===== config.mk =====
export PLATFORM = sky130hd
export DESIGN_NAME = art_top
export DESIGN_NICKNAME = d
export VERILOG_FILES = /design/src/core/art_pkg.sv /design/src/core/art_top.sv /design/src/core/art_tick.sv
export SDC_FILE = /design/constraint.sdc
export NUM_CORES = 1
export LEC_CHECK = 0
export CORE_ASPECT_RATIO = 1.5
export CORE_MARGIN = 8
export CORE_UTILIZATION = 30
export CTS_BUF_LIST = sky130_fd_sc_hd__clkbuf_4 sky130_fd_sc_hd__clkbuf_8
export DETAILED_ROUTE_END_ITERATION = 7
export DONT_BUFFER_PORTS = 1
export GPL_TIMING_DRIVEN = 1
export HOLD_SLACK_MARGIN = 0.06
export PLACE_DENSITY = 0.46
export SYNTH_ARGS = -nofsm -noshare
export SYNTH_HDL_FRONTEND = slang
export SYNTH_SLANG_ARGS = --single-unit

===== constraint.sdc =====
create_clock -name core_clk_i -period 4 [get_ports core_clk_i]
set_clock_uncertainty 0.1 [all_clocks]
set_input_delay 0.8 -clock core_clk_i [delete_from_list [all_inputs] [get_ports core_clk_i]]
set_output_delay 0.8 -clock core_clk_i [all_outputs]
set_load 0.02 [all_outputs]

===== src/core/art_pkg.sv =====
// Functional notes
// - overflow reloads counter from reload value
// - reload value sets waveform period
// - waveform mode: duty sets duty cycle
// - compare mode: duty compared with counter
// - polarity bit inverts waveform output
// - match flag set on counter equal duty
// - reading waveform status clears match flag
// - output enable selects pin function
// - all registers reset to zero
// - overflow loads shadow, output high; match low
// - clock select: off, slow, cpu, reserved
// - wrap flag on FFFh wrap, read clears
// - compare suspended between high and low writes
package art_pkg;
    // register byte offsets
    localparam logic [7:0] ART_OFS_TCS = 8'h0d;
    localparam logic [7:0] ART_OFS_CNT_HI = 8'h0e;
    localparam logic [7:0] ART_OFS_CNT_LO = 8'h0f;
    localparam logic [7:0] ART_OFS_RLD_HI = 8'h10;
    localparam logic [7:0] ART_OFS_RLD_LO = 8'h11;
    localparam logic [7:0] ART_OFS_OPC = 8'h12;
    localparam logic [7:0] ART_OFS_WCS = 8'h13;
    localparam logic [7:0] ART_OFS_DUTY_HI = 8'h17;
    localparam logic [7:0] ART_OFS_DUTY_LO = 8'h18;
    // timer control/status field positions
    localparam int ART_TCS_CKS_HI = 4;
    localparam int ART_TCS_CKS_LO = 3;
    localparam int ART_TCS_WRAP = 2;
    localparam int ART_TCS_WRAP_IE = 1;
    localparam int ART_TCS_MATCH_IE = 0;
    // waveform status field positions
    localparam int ART_WCS_POL = 1;
    localparam int ART_WCS_MATCH = 0;
    // output control field
    localparam int ART_OPC_OE = 0;
    // reset values and limits
    localparam logic [7:0] ART_RST_BYTE = 8'h00;
    localparam logic [11:0] ART_RST_WORD = 12'h000;
    localparam logic [11:0] ART_CNT_MAX = 12'hfff;
    // clock select codes
    typedef enum logic [1:0] {
        ART_CK_OFF = 2'b00,
        ART_CK_SLOW = 2'b01,
        ART_CK_CPU = 2'b10,
        ART_CK_RSVD = 2'b11
    } art_cksel_type;
endpackage


===== src/core/art_top.sv =====
// autoreload timer with one waveform output
//
// Added by the designer: the strobed register port.
module art_top
    import art_pkg::*;
(
    // clock, reset, enable
    input wire logic core_clk_i,
    input wire logic rstn_i,
    input wire logic clk_en_i,
    // slow timebase pulse, one cycle per slow tick
    input wire logic slow_tick_i,
    // register port
    input wire logic [7:0] addr_i,
    input wire logic [7:0] wdata_i,
    input wire logic wr_i,
    input wire logic rd_i,
    output logic [7:0] rdata_o,
    // pin function
    output logic wave_o,
    output logic wave_oe_o,
    // interrupt
    output logic irq_o
);
    import art_pkg::*;

    logic [11:0] cnt_reg; // upcounter
    logic [11:0] reload_reg; // reload value
    logic [11:0] duty_reg; // duty value as written
    logic [11:0] shadow_reg; // duty copy taken at overflow
    logic [1:0] cksel_reg; // clock select
    logic wrap_reg; // wrap flag
    logic wrap_ie_reg; // wrap interrupt enable
    logic match_ie_reg; // match interrupt enable
    logic match_reg; // match flag
    logic pol_reg; // polarity
    logic oe_reg; // output enable
    logic lock_reg; // compare suspended
    logic wave_reg; // raw waveform before polarity
    logic [11:0] cnt_next; // counter after this edge
    logic wr_tcs; // write of timer status
    logic wr_wcs; // write of waveform status
    logic wr_opc; // write of pin control
    logic wr_rld_hi; // write of reload high byte
    logic wr_rld_lo; // write of reload low byte
    logic wr_duty_hi; // write of duty high byte
    logic wr_duty_lo; // write of duty low byte
    logic tick; // counter advance
    logic ovf; // overflow this tick
    logic [11:0] cmp_val; // value compared
    logic hit; // compare hit
    logic rd_tcs; // read of timer status
    logic rd_wcs; // read of waveform status
    logic [7:0] rdata_next; // read mux

    // clock selection
    art_tick u_tick (
        .core_clk_i(core_clk_i),
        .rstn_i(rstn_i),
        .clk_en_i(clk_en_i),
        .cksel_i(cksel_reg),
        .slow_tick_i(slow_tick_i),
        .tick_o(tick)
    );

    // overflow when counter at top and advancing
    assign ovf = tick && (cnt_reg == ART_CNT_MAX);

    // counter value once this edge has passed
    always_comb begin
        cnt_next = cnt_reg;
        if (ovf) begin
            // top reached: restart from the reload value
            cnt_next = reload_reg;
        end else if (tick) begin
            // plain step up
            cnt_next = cnt_reg + 12'h001;
        end
    end

    // compare value that the counter meets once this edge has passed
    always_comb begin
        cmp_val = duty_reg;
        if (oe_reg) begin
            // waveform uses shadow
            // the shadow takes the duty value at this same overflow edge
            cmp_val = ovf ? duty_reg : shadow_reg;
        end else begin
            cmp_val = duty_reg;
        end
    end

    // hit marks the edge where the counter reaches the compare value,
    // so a duty equal to the reload value gives no high time at all
    // compare suspended; zero duty never compares
    assign hit = tick && !lock_reg && (cmp_val != ART_RST_WORD) && (cnt_next == cmp_val);

    // register strobe decode; the clock enable gates them downstream
    assign rd_tcs = rd_i && (addr_i == ART_OFS_TCS);
    assign rd_wcs = rd_i && (addr_i == ART_OFS_WCS);
    assign wr_tcs = wr_i && (addr_i == ART_OFS_TCS);
    assign wr_wcs = wr_i && (addr_i == ART_OFS_WCS);
    assign wr_opc = wr_i && (addr_i == ART_OFS_OPC);
    assign wr_rld_hi = wr_i && (addr_i == ART_OFS_RLD_HI);
    assign wr_rld_lo = wr_i && (addr_i == ART_OFS_RLD_LO);
    assign wr_duty_hi = wr_i && (addr_i == ART_OFS_DUTY_HI);
    assign wr_duty_lo = wr_i && (addr_i == ART_OFS_DUTY_LO);

    // counter
    // tick already carries the clock select, so only ovf and tick matter
    always_ff @(posedge core_clk_i) begin
        if (!rstn_i) begin
            cnt_reg <= ART_RST_WORD;
        end else if (clk_en_i) begin
            if (ovf) begin
                cnt_reg <= reload_reg;
            end else if (tick) begin
                cnt_reg <= cnt_reg + 12'h001;
            end
        end
    end

    // reload value, written bytewise
    always_ff @(posedge core_clk_i) begin
        if (!rstn_i) begin
            reload_reg <= ART_RST_WORD;
        end else if (clk_en_i) begin
            // reserved upper bits dropped; software keeps them zero anyway
            if (wr_rld_hi) begin
                // high byte fills bits 11:8
                reload_reg[11:8] <= wdata_i[3:0];
            end else if (wr_rld_lo) begin
                // low byte fills bits 7:0
                reload_reg[7:0] <= wdata_i;
            end
        end
    end

    // duty value and compare lock
    always_ff @(posedge core_clk_i) begin
        if (!rstn_i) begin
            duty_reg <= ART_RST_WORD;
            lock_reg <= 1'b0;
        end else if (clk_en_i) begin
            if (wr_duty_hi) begin
                // high byte also suspends the compare
                duty_reg[11:8] <= wdata_i[3:0];
                lock_reg <= 1'b1;
            end else if (wr_duty_lo) begin
                // low byte completes the value and releases the compare
                duty_reg[7:0] <= wdata_i;
                lock_reg <= 1'b0;
            end
        end
    end

    // shadow copy, even mid-update
    always_ff @(posedge core_clk_i) begin
        if (!rstn_i) begin
            shadow_reg <= ART_RST_WORD;
        end else if (clk_en_i && ovf) begin
            // transfer at overflow
            // mid-update this holds the new high and the old low bits
            shadow_reg <= duty_reg;
        end
    end

    // timer control: clock select and interrupt enables
    always_ff @(posedge core_clk_i) begin
        if (!rstn_i) begin
            cksel_reg <= 2'h0;
            wrap_ie_reg <= 1'b0;
            match_ie_reg <= 1'b0;
        end else if (clk_en_i && wr_tcs) begin
            // wrap flag bit is read-only, a write leaves it alone
            cksel_reg <= wdata_i[ART_TCS_CKS_HI:ART_TCS_CKS_LO];
            wrap_ie_reg <= wdata_i[ART_TCS_WRAP_IE];
            match_ie_reg <= wdata_i[ART_TCS_MATCH_IE];
        end
    end

    // output polarity
    always_ff @(posedge core_clk_i) begin
        if (!rstn_i) begin
            pol_reg <= 1'b0;
        end else if (clk_en_i && wr_wcs) begin
            // polarity is software read/write
            // match flag bit ignores writes, only a read clears it
            pol_reg <= wdata_i[ART_WCS_POL];
        end
    end

    // output enable, hands the pin to the waveform
    always_ff @(posedge core_clk_i) begin
        if (!rstn_i) begin
            oe_reg <= 1'b0;
        end else if (clk_en_i && wr_opc) begin
            // reserved bits 7:1 dropped
            oe_reg <= wdata_i[ART_OPC_OE];
        end
    end

    // wrap flag, set beats read clear
    always_ff @(posedge core_clk_i) begin
        if (!rstn_i) begin
            wrap_reg <= 1'b0;
        end else if (clk_en_i) begin
            if (ovf) begin
                // an overflow in the reading cycle is kept for the next read
                wrap_reg <= 1'b1;
            end else if (rd_tcs) begin
                wrap_reg <= 1'b0;
            end
        end
    end

    // match flag, set beats read clear
    always_ff @(posedge core_clk_i) begin
        if (!rstn_i) begin
            match_reg <= 1'b0;
        end else if (clk_en_i) begin
            if (hit) begin
                // a hit in the reading cycle is kept for the next read
                match_reg <= 1'b1;
            end else if (rd_wcs) begin
                match_reg <= 1'b0;
            end
        end
    end

    // raw waveform: high at overflow, low at match
    always_ff @(posedge core_clk_i) begin
        if (!rstn_i) begin
            wave_reg <= 1'b0;
        end else if (clk_en_i) begin
            // set on overflow, clear on match
            if (hit && oe_reg) begin
                // match wins so a duty equal to the reload stays low
                wave_reg <= 1'b0;
            end else if (ovf) begin
                // period starts at the reload value
                wave_reg <= 1'b1;
            end
        end
    end

    // pin outputs; one cycle behind raw waveform
    // enable low forces the level low rather than floating it
    always_ff @(posedge core_clk_i) begin
        if (!rstn_i) begin
            wave_o <= 1'b0;
            wave_oe_o <= 1'b0;
        end else if (clk_en_i) begin
            wave_o <= oe_reg & (wave_reg ^ pol_reg);
            wave_oe_o <= oe_reg;
        end
    end

    // interrupt level from flags and enables
    // one cycle behind the flags, like every other output
    always_ff @(posedge core_clk_i) begin
        if (!rstn_i) begin
            irq_o <= 1'b0;
        end else if (clk_en_i) begin
            irq_o <= (wrap_reg & wrap_ie_reg) | (match_reg & match_ie_reg);
        end
    end

    // read mux, unmapped reads zero
    // reserved bits read as zero in every register
    always_comb begin
        rdata_next = ART_RST_BYTE;
        case (addr_i)
            ART_OFS_TCS: rdata_next = {3'b000, cksel_reg, wrap_reg, wrap_ie_reg, match_ie_reg};
            ART_OFS_CNT_HI: rdata_next = {4'h0, cnt_reg[11:8]};
            ART_OFS_CNT_LO: rdata_next = cnt_reg[7:0];
            ART_OFS_RLD_HI: rdata_next = {4'h0, reload_reg[11:8]};
            ART_OFS_RLD_LO: rdata_next = reload_reg[7:0];
            ART_OFS_OPC: rdata_next = {7'h00, oe_reg};
            ART_OFS_WCS: rdata_next = {6'h00, pol_reg, match_reg};
            ART_OFS_DUTY_HI: rdata_next = {4'h0, duty_reg[11:8]};
            ART_OFS_DUTY_LO: rdata_next = duty_reg[7:0];
            default: rdata_next = ART_RST_BYTE;
        endcase
    end

    // read data one cycle after strobe, zero otherwise
    // zero between reads so a stale value never looks like an answer
    always_ff @(posedge core_clk_i) begin
        if (!rstn_i) begin
            rdata_o <= ART_RST_BYTE;
        end else if (clk_en_i) begin
            rdata_o <= rd_i ? rdata_next : ART_RST_BYTE;
        end
    end
endmodule


===== src/core/art_tick.sv =====
// picks the counter advance pulse from the clock select
module art_tick
    import art_pkg::*;
(
    // clock and reset
    input wire logic core_clk_i,
    input wire logic rstn_i,
    input wire logic clk_en_i,
    // selection
    input wire logic [1:0] cksel_i,
    input wire logic slow_tick_i,
    // advance pulse
    output logic tick_o
);
    // registered so the counter sees a clean one-cycle step
    always_ff @(posedge core_clk_i) begin
        if (!rstn_i) begin
            tick_o <= 1'b0;
        end else if (clk_en_i) begin
            case (art_cksel_type'(cksel_i))
                ART_CK_OFF: tick_o <= 1'b0;
                ART_CK_SLOW: tick_o <= slow_tick_i;
                ART_CK_CPU: tick_o <= 1'b1;
                ART_CK_RSVD: tick_o <= 1'b0; // reserved code holds the counter
                default: tick_o <= 1'b0;
            endcase
        end
    end
endmodule


==> impl_metrics.csv <==
group,metric,value,unit
place,io_buffers,0,
global_route,grt_start_max_net_pins,71,
die,die_area,17470,µm²
die,coreArea,13340,µm²
timing,fin_tns_setup,0,ps
critical_path,regToRegSetupSlack,840,ps
critical_path,worstPathRequired,4150,ps
pwr,intPower,1083,µW
cells_and_area,final_area,4325,µm²
clock_tree,clock_path_buffers,2,
synthesis,avgSynthCellArea,8.702,µm²
timing,worst_pin_slew,768.0,ps
synthesis,syn_inst,463,
synthesis,syn_area,4029,µm²
clock_tree,ctsRootBufferMaster,"clkbuf_8",
critical_path,arrival,3320,ps
timing,max_freq,316.3,MHz
clock_tree,cts_sinks,70,
cells_and_area,syn2layout_area_growth,7.360,%
route,vias,3439,
global_route,grt_overflow,0,
worst_hold_path,hp-class,"register to register",
clock_tree,cts_setup_buffers,0,
pwr,ir_drop,0.0001436,V
synthesis,synth_seq_area_share,0.3478,
worst_hold_path,whs_path_depth,2,
synthesis,yosys_warnings,0,
route,drt-pass1-iter-count,4,
critical_path,crit_fanout,11,
clock_tree,postCtsHoldBufs,0,
timing,hold_viol,0,
route,drt.antenna.violating_nets,0,
clock_tree,post_cts_resize_count,0,
die,initial_utilization,0.3021,
critical_path,r2r-end,"wave_reg$_SDFFE_PN0P_",
timing,fin_crit,3162,ps
die,die_w,110.6,µm
cells_and_area,finalNonFillerCells,611,
run_status,outcome,"finished clean",
clock_tree,clk_latency,350,ps
die,die_y,157.9,µm
pwr,pwr-share-comb,0.024,
cells_and_area,nets,467,
synthesis,yosysUniqueCellTypes,59,
worst_hold_path,hp-start,"shadow_reg[6]$_SDFFE_PN0P_",
pwr,power_leakage,0.001535,µW
place,hpwl,9839,µm
global_route,grt_antenna_before_repair,0,
critical_path,rr_startpoint,"cnt_reg[0]$_SDFFE_PN0P_",
worst_hold_path,hold_end,"shadow_reg[6]$_SDFFE_PN0P_",
clock_tree,clkTransAtPathRegs,80,ps
cells_and_area,layout_common_cells,"dfxtp_1, nand2_1, mux2i_1",
synthesis,async_flop_share,0,
route,wl_per_cell,21.50,µm
synthesis,synth_flop_cell,"dfxtp_1",
synthesis,syn-num-nets,486,
pwr,sequentialPowerShare,0.506,
die,num_rows,52,
timing,rsz0062_at_grt,"no",
cells_and_area,drive_above_1_share,0.08909,
flow_run,maxCapViolations,0,
cells_and_area,final_common_cell,"dfxtp_1",
pwr,pwr-share-clk,0.470,
place,place.gp.congestion,0.8802,
route,first_iter_violations,200,
global_route,grt_pass1_wl,20070,µm
route,viasPerCell,5.628,
timing,setup_ws,838.0,ps
place,post_dp_cell_area,4100,µm²
cells_and_area,diodes,0,
clock_tree,htreeDepth,3,
timing,min_period_over_period,0.7905,
critical_path,reg2regPathDepth,8,
critical_path,worstSetupStartpoint,"cnt_reg[0]$_SDFFE_PN0P_",
critical_path,worst_setup_path_end_kind,"register",
die,ioPinCount,33,
route,drc,0,
clock_tree,cts_buffers,9,
timing,drv_slew,0,
critical_path,setup.worst_path.class,"register to register",
global_route,grt_pass1_vias,3352,
clock_tree,cts_tree,"done",
critical_path,start_kind,"register",
pwr,p_switching,311.1,µW
pwr,swShare,0.2232,
synthesis,synth_edf_count,0,
pwr,p_per_area,322.3,nW/µm²
synthesis,synth_seq_cells,70,
global_route,grt_usage,0.1507,
place,place_inst,595,
pwr,p_total,1394,µW
timing,max_slew_margin,0.4866,
timing,finalSetupViolCount,0,
route,wl,13140,µm
place,pre_cts_slack,885.4,ps
==> how the worst max path moves through the flow <==
| stage | slack [ps] | end | cells after the start |
|---|---|---|---|
| 4_1_cts | 880 | wave_reg$_SDFFE_PN0P_ | 8 |
| 3_5_place_dp | 890 | wave_reg$_SDFFE_PN0P_ | 8 |
| 3_3_place_gp | 960 | wave_reg$_SDFFE_PN0P_ | 8 |
| 2_1_floorplan | 1270 | reload_reg[0]$_SDFFE_PN0P_ | 8 |
| 6_report | 840 | wave_reg$_SDFFE_PN0P_ | 8 |
| 5_1_grt | 660 | wave_reg$_SDFFE_PN0P_ | 8 |
==> cells in the mapped netlist, types with 5 or more instances <==
cell type | count | area, µm²
a21boi_0 | 23 | 172.7
a21oi_1 | 10 | 50.05
a222oi_1 | 5 | 50.05
a22oi_1 | 9 | 67.56
a31oi_1 | 6 | 37.54
and2_1 | 13 | 81.33
buf_2 | 6 | 30.03
clkbuf_1 | 22 | 82.58
dfxtp_1 | 70 | 1401
inv_1 | 14 | 52.55
mux2_2 | 8 | 90.09
mux2i_1 | 40 | 400.4
nand2_1 | 55 | 206.5
nand3_1 | 14 | 70.07
nand3b_1 | 6 | 45.04
nor2_1 | 10 | 37.54
nor2b_1 | 35 | 219.0
nor4_1 | 7 | 43.79
o21ai_0 | 14 | 70.07
o22ai_1 | 11 | 68.82
xnor2_1 | 14 | 122.6
xor2_1 | 6 | 52.55
==> power groups by stage <==
stage / logic (µW) / registers [µW] / clock network, µW
floorplan: 45.6 / 718 / 0
global placement: 33.5 / 721 / 0
detailed placement: 33.8 / 721 / 0
CTS: 33.9 / 705 / 678
global route: 37.2 / 706 / 704
finish: 33.6 / 705 / 656
==> stage by stage <==
step                        util  hold slack, ps
after floorplan                -           343.7
after detailed placement  0.3074           383.4
after global placement    0.3074           371.6
final                     0.3243           393.4
after global routing      0.3243           417.7
after CTS                 0.3243           396.2
==> area by class of cell <==
cell class / instances / area [µm²]
Multi-Input combinational cell: 346 / 2421
Fill cell: 1412 / 9012
Tap cell: 162 / 202.7
Inverter: 14 / 52.55
Clock inverter: 6 / 93.84
Timing Repair Buffer: 3 / 22.52
Clock buffer: 10 / 131.4
Sequential cell: 70 / 1401
==> cell families after synthesis <==
kind of cell    share of synthesized area
xor+xnor                          0.04348
mux                                0.1273
compound gates                     0.1851
flops                              0.3478
buf+inv                           0.05124
fa+ha+maj                        0.003105
simple gates                       0.2419
==> worst max-delay path: stages, from the launching register on <==
cell and delay (ps):
dfxtp_1 480, ha_1 320, and4_2 360, nand3_1 380
mux2i_1 360, xnor2_1 160, a32oi_1 70, or4_1 590
o221a_1 240
==> per-layer routing <==
metal	routed length, µm	global-route usage
met1	4984	0.1524
met2	6630	0.2603
met3	553	0.03299
met4	969	0.1305
met5	0	0
No activity file was read; power rests on OpenSTA's default activity.
